--- src/shared/mss_pkg.sv ---
// package: constants, states and carrier types of the startup sequencer
package mss_pkg;
    localparam int CLK_MHZ       = 100;
    // register byte offsets
    localparam logic [7:0] RUN_CTRL_OFS  = 8'h00;
    localparam logic [7:0] SPEED_CFG_OFS = 8'h04;
    localparam logic [7:0] START_CFG_OFS = 8'h08;
    localparam logic [7:0] LEVEL_CFG_OFS = 8'h0C;
    localparam logic [7:0] STATUS_OFS    = 8'h10;
    localparam logic [7:0] REF_SPD_OFS   = 8'h14;
    // run control fields
    localparam int RUN_BIT = 0;
    localparam int DIR_BIT = 1;
    localparam int STM_BIT = 2;
    // speed config fields
    localparam int SU_LSB  = 0;
    localparam int SR_LSB  = 4;
    localparam int SCS_BIT = 16;
    localparam int TRS_BIT = 17;
    localparam int KI_LSB  = 18;
    // startup config fields
    localparam int HR_LSB  = 0;
    localparam int HT_LSB  = 4;
    localparam int HD_LSB  = 10;
    localparam int STS_LSB = 14;
    localparam int STD_LSB = 19;
    localparam int WMT_LSB = 24;
    // level config fields
    localparam int VST_LSB = 0;
    localparam int ILIM_LSB = 10;
    // reset values
    localparam logic [31:0] RUN_CTRL_RST  = 32'h0000_0000;
    localparam logic [31:0] SPEED_CFG_RST = 32'h0000_0011;
    localparam logic [31:0] START_CFG_RST = 32'h0000_000F;
    localparam logic [31:0] LEVEL_CFG_RST = 32'h000F_A020;
    // timing
    localparam int INIT_US      = 10;
    localparam int INIT_CYC     = INIT_US * CLK_MHZ;
    localparam int STEP_US      = 10;
    localparam int STEP_CYC     = STEP_US * CLK_MHZ;
    localparam int BOOT_US      = 100;
    localparam int BOOT_CYC     = BOOT_US * CLK_MHZ;
    localparam int UCB_SKIP_MS  = 200;
    localparam int UCB_SKIP_CYC = UCB_SKIP_MS * 1000 * CLK_MHZ;
    localparam int HOLD_UNIT_MS = 10;
    localparam int HOLD_UNIT_CYC = HOLD_UNIT_MS * 1000 * CLK_MHZ;
    localparam int RAMP_S       = 5;
    localparam int RAMP_STEPS   = 96;
    // one ramp step at code 15 is sixteen times this
    localparam int RAMP_SUB_CYC = RAMP_S * 1000000 * CLK_MHZ
                                  / (RAMP_STEPS * 16);
    localparam logic [6:0] DUTY_FULL  = 7'h64;
    localparam logic [7:0] RAMP_START = 8'h20;
    localparam logic [7:0] RAMP_LAST  = 8'h80;

    typedef enum logic [6:0] {
        S_OFF   = 7'h01,
        S_UCBRK = 7'h02,
        S_BOOT  = 7'h04,
        S_WMBRK = 7'h08,
        S_HOLD  = 7'h10,
        S_DRIVE = 7'h20,
        S_RUN   = 7'h40
    } mss_state_t;

    typedef struct packed {
        logic        all_off;
        logic        low_brake;
        logic [6:0]  low_duty;
        logic [7:0]  dc_ref;
        logic        open_loop;
        logic [13:0] excite_speed;
        logic        reverse;
        logic [15:0] torque;
    } mss_drive_t;
endpackage

--- src/core/mss_tach.sv ---
// speed pulse generator at one or three pulses per electrical cycle
`timescale 1ns/1ps
`default_nettype none
module mss_tach
    import mss_pkg::*;
(
    input  wire logic clk,
    input  wire logic rst_b,
    input  wire logic sector_tick,
    input  wire logic enable,
    input  wire logic rate_x3,
    output var  logic pulse
);
    logic [1:0] sector_r;
    logic [1:0] sector_nxt;
    logic       pulse_nxt;
    wire        wrap = (sector_r == 2'h2);

    assign sector_nxt = !enable ? 2'h0 :
                        !sector_tick ? sector_r :
                        wrap ? 2'h0 : sector_r + 2'h1;
    // three sector ticks make one electrical cycle
    assign pulse_nxt = enable && sector_tick
                       && (rate_x3 || sector_r == 2'h0);

    always_ff @(posedge clk or negedge rst_b) begin
        if (!rst_b) begin
            sector_r <= 2'h0;
            pulse    <= 1'b0;
        end else begin
            sector_r <= sector_nxt;
            pulse    <= pulse_nxt;
        end
    end
endmodule // mss_tach
`default_nettype wire

--- src/core/mss_top.sv ---
// startup sequencer, speed loop front end and apb register file
//
// Chosen here: the APB register port and the register offsets.
`timescale 1ns/1ps
`default_nettype none
// What this block does
// - speed pulses at one or three per electrical cycle, by tach rate bit
// - speed pulses only while commutation is synchronized with rotation
// - reference minus feedback speed is integrated into a torque reference
// - reference speed from register value or speed voltage, by select bit
// - four-bit range multiplier and ten-bit reference speed code held
// - four-bit gain code scales the integral gain
// - startup method bit picks dc alignment or ramp-up start
// - brake with low sides on, duty rising to 100% under current limit
// - braking ends once duty is at 100% and detected current has fallen to the windmill stop threshold
// - alignment ramps dc current to hold level, keeps it for hold time
// - after hold, closed-loop run starting from startup duty
// - ramp-up raises excitation speed from 25% to 100% over about 5 s at ramp period code 15
// - at full startup speed switch to estimated position, closed loop
// - ramp period, hold time, hold current, speed and duty codes held
// - modes brake, all off, bootstrap, windmill, hold, drive and run
// - user brake skipped when speed voltage crosses range under 200 ms
// - run bit low forces all switches off and coasting over all else
// - windmill braking ends when duty is at 100% and current is at or below its threshold
// - direction is register bit xor direction pin, both low forward
module mss_top
    import mss_pkg::*;
#(
    parameter int UCB_CYC  = UCB_SKIP_CYC,
    parameter int BOOTC    = BOOT_CYC,
    parameter int HOLD_CYC = HOLD_UNIT_CYC,
    parameter int RAMP_CYC = RAMP_SUB_CYC,
    parameter int STEP_LEN = STEP_CYC
)
(
    input  wire logic        CLK,
    input  wire logic        RST_B,
    input  wire logic        PSEL,
    input  wire logic        PENABLE,
    input  wire logic        PWRITE,
    input  wire logic [7:0]  PADDR,
    input  wire logic [31:0] PWDATA,
    output var  logic [31:0] PRDATA,
    output var  logic        PREADY,
    output var  logic        PSLVERR,
    input  wire logic [9:0]  SPEED_VOLTAGE_IN,
    input  wire logic [9:0]  MOTOR_CURRENT,
    input  wire logic [13:0] FEEDBACK_SPEED,
    input  wire logic        DIR_PIN,
    input  wire logic        SYNC_OK,
    input  wire logic        SECTOR_TICK,
    output var  mss_drive_t  DRIVE,
    output var  logic [6:0]  SEQ_STATE,
    output var  logic        SPEED_PULSE_OUT
);
    logic [31:0] run_ctrl_r, speed_cfg_r, start_cfg_r, level_cfg_r;
    mss_state_t  state_r, state_nxt;
    logic [31:0] cnt_r, cnt_nxt, uc_cnt_r, step_r;
    logic [6:0]  duty_r, duty_nxt;
    logic [7:0]  prog_r, prog_nxt;
    logic [7:0]  dc_r, dc_nxt;
    logic [15:0] acc_r, acc_nxt;
    logic [13:0] ref_r;
    mss_drive_t  drive_nxt;
    logic [31:0] rdata_nxt;

    // configuration fields
    wire       run_en    = run_ctrl_r[RUN_BIT];
    wire       dir_bit   = run_ctrl_r[DIR_BIT];
    wire       startup_method_select = run_ctrl_r[STM_BIT];
    wire [3:0] speed_range_multiplier = speed_cfg_r[SU_LSB +: 4];
    wire [9:0] reference_speed_code   = speed_cfg_r[SR_LSB +: 10];
    wire       speed_source_select    = speed_cfg_r[SCS_BIT];
    wire       tach_rate_select       = speed_cfg_r[TRS_BIT];
    wire [3:0] ki_code                = speed_cfg_r[KI_LSB +: 4];
    wire [3:0] ramp_period_code  = start_cfg_r[HR_LSB +: 4];
    wire [5:0] hold_time_code    = start_cfg_r[HT_LSB +: 6];
    wire [3:0] hold_current_code = start_cfg_r[HD_LSB +: 4];
    wire [4:0] startup_speed_code = start_cfg_r[STS_LSB +: 5];
    wire [4:0] startup_duty_code  = start_cfg_r[STD_LSB +: 5];
    wire [1:0] windmill_stop_threshold = start_cfg_r[WMT_LSB +: 2];
    wire [9:0] start_volt = level_cfg_r[VST_LSB +: 10];
    wire [9:0] brake_ilim = level_cfg_r[ILIM_LSB +: 10];

    // apb decode; the slave answers one cycle after setup
    wire setup   = PSEL && !PENABLE;
    wire acc_cyc = PSEL && PENABLE && PREADY;
    wire wr_en   = acc_cyc && PWRITE;
    wire hit_run = PADDR == RUN_CTRL_OFS;
    wire hit_spd = PADDR == SPEED_CFG_OFS;
    wire hit_st  = PADDR == START_CFG_OFS;
    wire hit_lvl = PADDR == LEVEL_CFG_OFS;
    wire hit_sta = PADDR == STATUS_OFS;
    wire hit_ref = PADDR == REF_SPD_OFS;
    wire mapped  = hit_run | hit_spd | hit_st | hit_lvl | hit_sta | hit_ref;
    wire [31:0] status_w = {DRIVE.torque, 7'h00, DRIVE.open_loop, 1'b0, state_r};

    assign rdata_nxt = hit_run ? run_ctrl_r :
                       hit_spd ? speed_cfg_r :
                       hit_st  ? start_cfg_r :
                       hit_lvl ? level_cfg_r :
                       hit_sta ? status_w :
                       hit_ref ? {18'h0, ref_r} : 32'h0000_0000;

    always_ff @(posedge CLK or negedge RST_B) begin
        if (!RST_B) begin
            PREADY  <= 1'b0;
            PSLVERR <= 1'b0;
            PRDATA  <= 32'h0000_0000;
        end else begin
            PREADY  <= setup;
            PSLVERR <= setup && !mapped;
            PRDATA  <= setup && !PWRITE ? rdata_nxt : 32'h0000_0000;
        end
    end

    always_ff @(posedge CLK or negedge RST_B) begin
        if (!RST_B) begin
            run_ctrl_r  <= RUN_CTRL_RST;
            speed_cfg_r <= SPEED_CFG_RST;
            start_cfg_r <= START_CFG_RST;
            level_cfg_r <= LEVEL_CFG_RST;
        end else if (wr_en) begin
            if (hit_run) run_ctrl_r  <= {29'h0, PWDATA[2:0]};
            if (hit_spd) speed_cfg_r <= {10'h0, PWDATA[21:0]};
            if (hit_st)  start_cfg_r <= {6'h0, PWDATA[25:0]};
            if (hit_lvl) level_cfg_r <= {12'h0, PWDATA[19:0]};
        end
    end

    // reference speed, range multiplier times code from either source
    wire [9:0]  ref_code = speed_source_select ? reference_speed_code
                                               : SPEED_VOLTAGE_IN;
    wire [13:0] ref_nxt  = ref_code * speed_range_multiplier;

    // sequencing conditions
    wire step_tick = step_r == 32'(STEP_LEN - 1);
    wire in_ucb    = !speed_source_select && SPEED_VOLTAGE_IN <= start_volt;
    wire [9:0] wm_lvl = {2'h0, windmill_stop_threshold, 6'h00};
    wire wm_done   = duty_r == DUTY_FULL
                     && MOTOR_CURRENT <= wm_lvl;
    wire [7:0]  hold_lvl  = {hold_current_code, 4'h0};
    wire [31:0] hold_len  = 32'(hold_time_code) * 32'(HOLD_CYC);
    wire [31:0] ramp_len  = 32'(ramp_period_code + 5'h1) * 32'(RAMP_CYC);
    wire [9:0]  ss_full   = {startup_speed_code, 5'h00};
    wire [17:0] exc_prod  = ss_full * prog_r;
    wire [15:0] preset    = {startup_duty_code, 11'h000};

    always_comb begin
        state_nxt = state_r;
        cnt_nxt   = cnt_r + 32'h1;
        duty_nxt  = duty_r;
        dc_nxt    = dc_r;
        prog_nxt  = prog_r;
        unique case (state_r)
            S_OFF: begin
                // init first, then decide whether user brake is worth it
                if (cnt_r >= 32'(INIT_CYC - 1)) begin
                    cnt_nxt = cnt_r;
                    if (!in_ucb)
                        state_nxt = S_BOOT;
                    else if (uc_cnt_r >= 32'(UCB_CYC))
                        state_nxt = S_UCBRK;
                end
            end
            S_UCBRK: begin
                duty_nxt = DUTY_FULL;
                if (!in_ucb) state_nxt = S_BOOT;
            end
            S_BOOT: begin
                duty_nxt = 7'h00;
                if (cnt_r >= 32'(BOOTC - 1)) state_nxt = S_WMBRK;
            end
            S_WMBRK: begin
                // current limited duty ramp toward full braking
                if (step_tick) begin
                    if (MOTOR_CURRENT < brake_ilim && duty_r < DUTY_FULL)
                        duty_nxt = duty_r + 7'h01;
                    else if (MOTOR_CURRENT >= brake_ilim && duty_r != 7'h00)
                        duty_nxt = duty_r - 7'h01;
                end
                if (wm_done)
                    state_nxt = startup_method_select ? S_DRIVE : S_HOLD;
                if (wm_done) prog_nxt = RAMP_START;
            end
            S_HOLD: begin
                duty_nxt = 7'h00;
                if (dc_r < hold_lvl) begin
                    cnt_nxt = 32'h0;
                    if (step_tick) dc_nxt = dc_r + 8'h01;
                end else if (cnt_r >= hold_len) begin
                    state_nxt = S_RUN;
                end
            end
            S_DRIVE: begin
                duty_nxt = 7'h00;
                dc_nxt   = {startup_duty_code, 3'h0};
                if (cnt_r >= ramp_len - 32'h1) begin
                    cnt_nxt = 32'h0;
                    prog_nxt = prog_r + 8'h01;
                    if (prog_nxt >= RAMP_LAST) state_nxt = S_RUN;
                end
            end
            S_RUN: begin
                duty_nxt = 7'h00;
                dc_nxt   = 8'h00;
            end
            default: state_nxt = S_OFF;
        endcase
        if (!run_en) state_nxt = S_OFF;
        if (state_nxt != state_r) cnt_nxt = 32'h0;
        if (state_nxt == S_OFF) begin
            duty_nxt = 7'h00;
            dc_nxt   = 8'h00;
        end
    end

    // integrating speed controller, updated once per step tick
    wire signed [14:0] err  = $signed({1'b0, ref_r})
                              - $signed({1'b0, FEEDBACK_SPEED});
    wire signed [19:0] inc  = err * $signed({2'b00, ki_code} + 6'h01);
    wire signed [20:0] sum  = $signed({5'h00, acc_r}) + 21'(inc);
    wire [15:0] sum_sat = sum < 0 ? 16'h0000 :
                          sum > 21'sh00FFFF ? 16'hFFFF : sum[15:0];

    assign acc_nxt = state_r != S_RUN ? preset :
                     step_tick ? sum_sat : acc_r;

    always_comb begin
        drive_nxt              = '0;
        drive_nxt.all_off      = state_nxt == S_OFF
                                 || state_nxt == S_BOOT && cnt_nxt == 0;
        drive_nxt.low_brake    = state_nxt == S_UCBRK
                                 || state_nxt == S_WMBRK
                                 || state_nxt == S_BOOT;
        drive_nxt.low_duty     = duty_nxt;
        drive_nxt.dc_ref       = dc_nxt;
        drive_nxt.open_loop    = state_nxt != S_RUN;
        drive_nxt.excite_speed = state_nxt == S_DRIVE ? {3'h0, exc_prod[17:7]}
                                 : state_nxt == S_RUN ? ref_r : 14'h0000;
        drive_nxt.reverse      = dir_bit ^ DIR_PIN;
        drive_nxt.torque       = state_nxt == S_RUN ? acc_nxt : 16'h0000;
        // run bit low overrides everything: coast
        if (state_nxt == S_OFF) begin
            drive_nxt.low_brake = 1'b0;
            drive_nxt.torque    = 16'h0000;
        end
    end

    always_ff @(posedge CLK or negedge RST_B) begin
        if (!RST_B) begin
            state_r   <= S_OFF;
            cnt_r     <= 32'h0;
            uc_cnt_r  <= 32'h0;
            step_r    <= 32'h0;
            duty_r    <= 7'h00;
            dc_r      <= 8'h00;
            prog_r    <= 8'h00;
            acc_r     <= 16'h0000;
            ref_r     <= 14'h0000;
            DRIVE     <= '{all_off: 1'b1, default: '0};
            SEQ_STATE <= S_OFF;
        end else begin
            state_r   <= state_nxt;
            cnt_r     <= cnt_nxt;
            uc_cnt_r  <= in_ucb ? uc_cnt_r + 32'h1 : 32'h0;
            step_r    <= step_tick ? 32'h0 : step_r + 32'h1;
            duty_r    <= duty_nxt;
            dc_r      <= dc_nxt;
            prog_r    <= prog_nxt;
            acc_r     <= acc_nxt;
            ref_r     <= ref_nxt;
            DRIVE     <= drive_nxt;
            SEQ_STATE <= state_nxt;
        end
    end

    // pulses only while running in sync with the rotor
    wire tach_en = state_r == S_RUN && SYNC_OK;
    mss_tach u_tach (
        .clk         (CLK),
        .rst_b       (RST_B),
        .sector_tick (SECTOR_TICK),
        .enable      (tach_en),
        .rate_x3     (tach_rate_select),
        .pulse       (SPEED_PULSE_OUT)
    );

    a_run_low_coast: assert property (@(posedge CLK) disable iff (!RST_B)
        !run_en |=> state_r == S_OFF && DRIVE.all_off && !DRIVE.low_brake)
        else $error("run low did not force coast");
    a_pulse_needs_sync: assert property (@(posedge CLK) disable iff (!RST_B)
        SPEED_PULSE_OUT |-> $past(tach_en))
        else $error("speed pulse while not synchronized");
    a_x1_pulse_gap: assert property (@(posedge CLK) disable iff (!RST_B)
        SPEED_PULSE_OUT && !tach_rate_select ##1 tach_en && SECTOR_TICK
        && !tach_rate_select |=> !SPEED_PULSE_OUT)
        else $error("x1 rate pulsed on consecutive sectors");
    a_x3_every_tick: assert property (@(posedge CLK) disable iff (!RST_B)
        tach_en && SECTOR_TICK && tach_rate_select |=> SPEED_PULSE_OUT)
        else $error("x3 rate missed a sector pulse");
    a_brake_exit_zero: assert property (@(posedge CLK) disable iff (!RST_B)
        state_r == S_WMBRK ##1 state_r inside {S_HOLD, S_DRIVE}
        |-> $past(wm_done))
        else $error("windmill brake left with current flowing");
    a_method_select: assert property (@(posedge CLK) disable iff (!RST_B)
        state_r == S_WMBRK ##1 state_r == S_HOLD
        |-> !$past(startup_method_select))
        else $error("alignment start taken with ramp method selected");
    a_duty_ceiling: assert property (@(posedge CLK) disable iff (!RST_B)
        DRIVE.low_duty <= DUTY_FULL)
        else $error("brake duty above full scale");
    a_dir_xor: assert property (@(posedge CLK) disable iff (!RST_B)
        ##1 DRIVE.reverse == ($past(dir_bit) ^ $past(DIR_PIN)))
        else $error("direction not bit xor pin");
    a_integ_preset: assert property (@(posedge CLK) disable iff (!RST_B)
        state_r != S_RUN |=> acc_r == $past(preset))
        else $error("integrator not preset outside run");
    a_ref_source: assert property (@(posedge CLK) disable iff (!RST_B)
        ##1 ref_r == ($past(speed_source_select) ? $past(reference_speed_code)
                      : $past(SPEED_VOLTAGE_IN)) * $past(speed_range_multiplier))
        else $error("reference speed source mismatch");
endmodule // mss_top
`default_nettype wire

--- config.mk ---
export PLATFORM = sky130hd
export DESIGN_NAME = mss_top
export DESIGN_NICKNAME = d
export VERILOG_FILES = /design/src/shared/mss_pkg.sv /design/src/core/mss_tach.sv /design/src/core/mss_top.sv
export SDC_FILE = /design/constraint.sdc
export NUM_CORES = 1
export LEC_CHECK = 0
export BUFFER_PORTS_ARGS = -buffer_cell sky130_fd_sc_hd__buf_4
export CORE_UTILIZATION = 50
export DETAILED_ROUTE_END_ITERATION = 12
export GPL_TIMING_DRIVEN = 0
export HOLD_SLACK_MARGIN = 0.02
export PLACE_DENSITY_LB_ADDON = 0.3
export SETUP_SLACK_MARGIN = 0.2
export SLEW_MARGIN = 20
export SYNTH_ARGS = -nofsm -noshare
export SYNTH_HDL_FRONTEND = slang
export SYNTH_HIERARCHICAL = 1
export SYNTH_SLANG_ARGS = --single-unit
--- constraint.sdc ---
create_clock -name CLK -period 9.1 [get_ports CLK]
set_input_delay 0.455 -clock CLK [delete_from_list [all_inputs] [get_ports CLK]]
set_output_delay 0.455 -clock CLK [all_outputs]
set_load 0.005 [all_outputs]
==> metrics.yaml <==
hp-start: "SECTOR_TICK"
status: "complete, no violations"
drt-wirelength-per-cell_um: 20.8
dp_slack_ns: -1.16
placeableCoreArea_um2: 48800
cts_max_level: 2
fin_crit_sh_pct: 92.7
ant_nets: 0
fin_ws_ns: 0.665
grt_start_max_net_pins: 94
clock_latency_ns: 0.60
synth-edff-count: 0
drive_above_1_share_pct: 12.7
grt_pass1_wl_um: 119000
max_cap_violations: 0
maxSlewViolCount: 0
drtIter0Drc: 1746
yosysTopAreaCell: "dfrtp_1"
synth_flop_cell: "dfrtp_1"
ys_ff_latch: 298
rr_worst_depth: 30
vias: 21712
synth.cell_area_um2: 24700
cts.reportedPaths.clkPinSlew_ns: 0.06
synthDistinctLibCells: 88
netlist_instances: 2745
initial_core_util_pct: 50.6
grt.overflow.total: 0
die_area_um2: 50300
path_buf_inv: 3
syn_area_per_cell_um2: 9.00
period_needed_ns: 8.43
clock-sinks: 298
cp-start-kind: "register"
hold_class: "input port to register"
timing.rr.start: "start_cfg_r[0]"
slowest_delay_ns: 0.56
area_growth_pct: 15.0
end_kind: "register"
final_area_um2: 28400
dp_hpwl_um: 60200
hold_path_depth: 2
grt_pass1_vias: 21795
finalClockSkew_ns: 0.0320
root_buffer: "clkbuf_16"
grt_setup_unrepaired: "true"
slew-limit-headroom_pct: 39.6
yosysSeqAreaShare_pct: 30.3
yosys-top-cells-area: "dfrtp_1, ha_1, fa_1, nor2_1, xnor2_1"
r2r_setup_slack_ns: 0.67
dr_wl_met2_um: 35300
cts_buffer_depth: 3
cp.arrival_ns: 8.92
required_ns: 9.59
worstMarginPinSlew_ns: 0.898
route.met3.wl_um: 5500
fill_cells: 4395
viasPerCell: 5.94
io_pins: 173
top_layer: "met5"
cts_tree: "yes"
finalSetupViolCount: 0
gp_congestion: 0.970
drc_errors: 0
timing.rr.end: "DRIVE[48]"
antenna_found_initial: 5
drt_first_pass_iters: 8
hold_end: "u_tach/sector_r[0]"
synth_warnings: 6
crit_slowest_cell: "fa_1"
die_w_um: 224
synth_top_area_share_pct: 28.7
die_h_um: 224
syn_nets: 3193
track_usage_pct: 30.4
cts_inserted_buffers: 37
io_buffers: 166
drt-met1-wl_um: 31700
crit_family: "compound AO/OA/AOI/OAI gates"
dpl-instance-area_um2: 26900
seq_area_um2: 7480
worst-setup-path-type: "register to register"
multiInputGateArea_um2: 16100
hold_violations: 0
ir_worst_vdd_mv: 0.126
fin_nets: 3409
routed_wl_um: 76200
p_leak_nw: 14.1
power_density_nw_per_um2: 119
num_rows: 81
crit_path_max_fanout: 10
max_freq_mhz: 119
async_flop_share_pct: 100
==> layer usage <==
| metal | GRT usage [%] | vias to the layer above |
|---|---|---|
| met5 | 0 | - |
| met4 | 14.4 | 4 |
| met3 | 4.64 | 205 |
| met2 | 49.3 | 865 |
| met1 | 40.0 | 10667 |
| li1 | - | 9971 |
==> power by group <==
group	switching, W	internal (W)
Clock	0.000644	0.000915
Sequential	0.0000429	0.00136
Combinational	0.000253	0.000165
Total	0.000940	0.00244
==> area by class of cell <==
type                    count  share of cell area, %
diodes                      2                 0.0176
plain buffers              88                   1.26
clock buffers              53                   3.75
clock inverters            15                  0.762
inverters                 252                   3.34
multi-input cells        2107                   56.7
flip-flops and latches    298                   26.3
well taps                 664                   2.92
repair buffers            177                   4.93
==> flip-flops by register name (all words and copies together), names as in the netlist, 3 cells and up <==
| signal | count |
|---|---|
| state_r | 7 |
| PRDATA | 32 |
| DRIVE | 34 |
| step_r | 32 |
| start_cfg_r | 26 |
| uc_cnt_r | 32 |
| duty_r | 7 |
| speed_cfg_r | 22 |
| prog_r | 8 |
| dc_r | 8 |
| run_ctrl_r | 3 |
| cnt_r | 32 |
| level_cfg_r | 20 |
| ref_r | 14 |
| acc_r | 16 |
==> cells by family (layout without fill, tap and decap cells) <==
logic type / count (synthesis) / in the layout / share of synthesized area [%]
mux: 76 / 76 / 3.34
simple gates: 950 / 950 / 18.8
compound gates: 539 / 539 / 14.5
buf+inv: 340 / 585 / 5.24
xor+xnor: 176 / 176 / 6.24
fa+ha+maj: 366 / 366 / 21.7
other cells: 0 / 2 / 0
flops: 298 / 298 / 30.3
==> layout by cell type, fill, tap and decap left out, types with 9 or more instances in the layout <==
cell	synthesis	routed
and3_1	40	39
xor2_1	67	66
nand2_1	227	227
nor2b_1	43	41
or3_1	16	16
fa_1	105	105
o21bai_1	15	15
a21o_1	33	33
clkbuf_1	72	74
a21oi_1	140	138
nor3_1	61	61
a211oi_1	27	26
and2_1	56	56
o211a_1	14	14
inv_1	252	249
o21ai_0	126	122
nor4_1	23	19
clkbuf_16	0	37
a22oi_1	26	26
dfrtp_1	283	283
nand4_1	41	41
a31oi_1	12	11
mux2_2	51	51
nand2b_1	30	30
nand3_1	77	77
or2_2	19	19
o21a_1	23	23
dfstp_2	15	15
buf_2	8	9
o211ai_1	18	18
buf_4	0	172
mux2i_1	25	25
a22o_1	12	12
nor2_1	268	267
xnor2_1	109	108
ha_1	261	260
==> cells in the mapped netlist (41+ instances only) <==
library cell / number
fa_1: 105
xnor2_1: 109
inv_1: 252
ha_1: 261
xor2_1: 67
nor3_1: 61
nand3_1: 77
nor2_1: 268
o21ai_0: 126
a21oi_1: 140
mux2_2: 51
nand4_1: 41
clkbuf_1: 72
dfrtp_1: 283
nand2_1: 227
nor2b_1: 43
and2_1: 56
==> worst max-delay path by stage <==
| stage | startpoint | end | cells past startpoint |
|---|---|---|---|
| after floorplan | start_cfg_r[0] | DRIVE[48] | 29 |
| after global placement | start_cfg_r[0] | DRIVE[48] | 29 |
| after detailed placement | start_cfg_r[0] | DRIVE[48] | 30 |
| after CTS | start_cfg_r[0] | DRIVE[48] | 32 |
| after global routing | start_cfg_r[1] | DRIVE[48] | 32 |
| final | start_cfg_r[0] | DRIVE[48] | 30 |
==> metrics by stage <==
| stage | std cells | power (W) | utilization (%) | hold WS [ns] | setup TNS (ns) |
|---|---|---|---|---|---|
| finish | 3656 | 0.00338 | 58.2 | 0.0861 | 0 |
| global route | 3656 | 0.00350 | 58.2 | 0.0918 | 0 |
| CTS | 3652 | 0.00340 | 57.9 | 0.0637 | 0 |
| detailed placement | 3579 | 0.00183 | 55.1 | 0.425 | -59.50 |
| global placement | 3575 | 0.00181 | 54.8 | 0.462 | -43.50 |
| floorplan | 2745 | 0.00167 | - | 0.159 | 0 |
==> worst reg2reg max path: cells and delay by family (launching register included) <==
family / cells / cell delay, ns
compound gates: 12 / 2.96
buf+inv: 3 / 0.55
flops: 1 / 0.55
xor+xnor: 2 / 0.45
simple gates: 8 / 1.64
fa+ha+maj: 5 / 2.20
==> what timing repair did <==
| item | 4_1_cts | 5_1_grt |
|---|---|---|
| hold endpoints to repair | 56 | 0 |
| buffers inserted | 3 | 2 |
| gates resized for setup | 14 | 36 |
| endpoints found under the setup margin | 85 | 86 |
| pin swaps | 2 | 6 |
| hold buffers | 2 | 0 |
(Power assumes the default switching activity.)
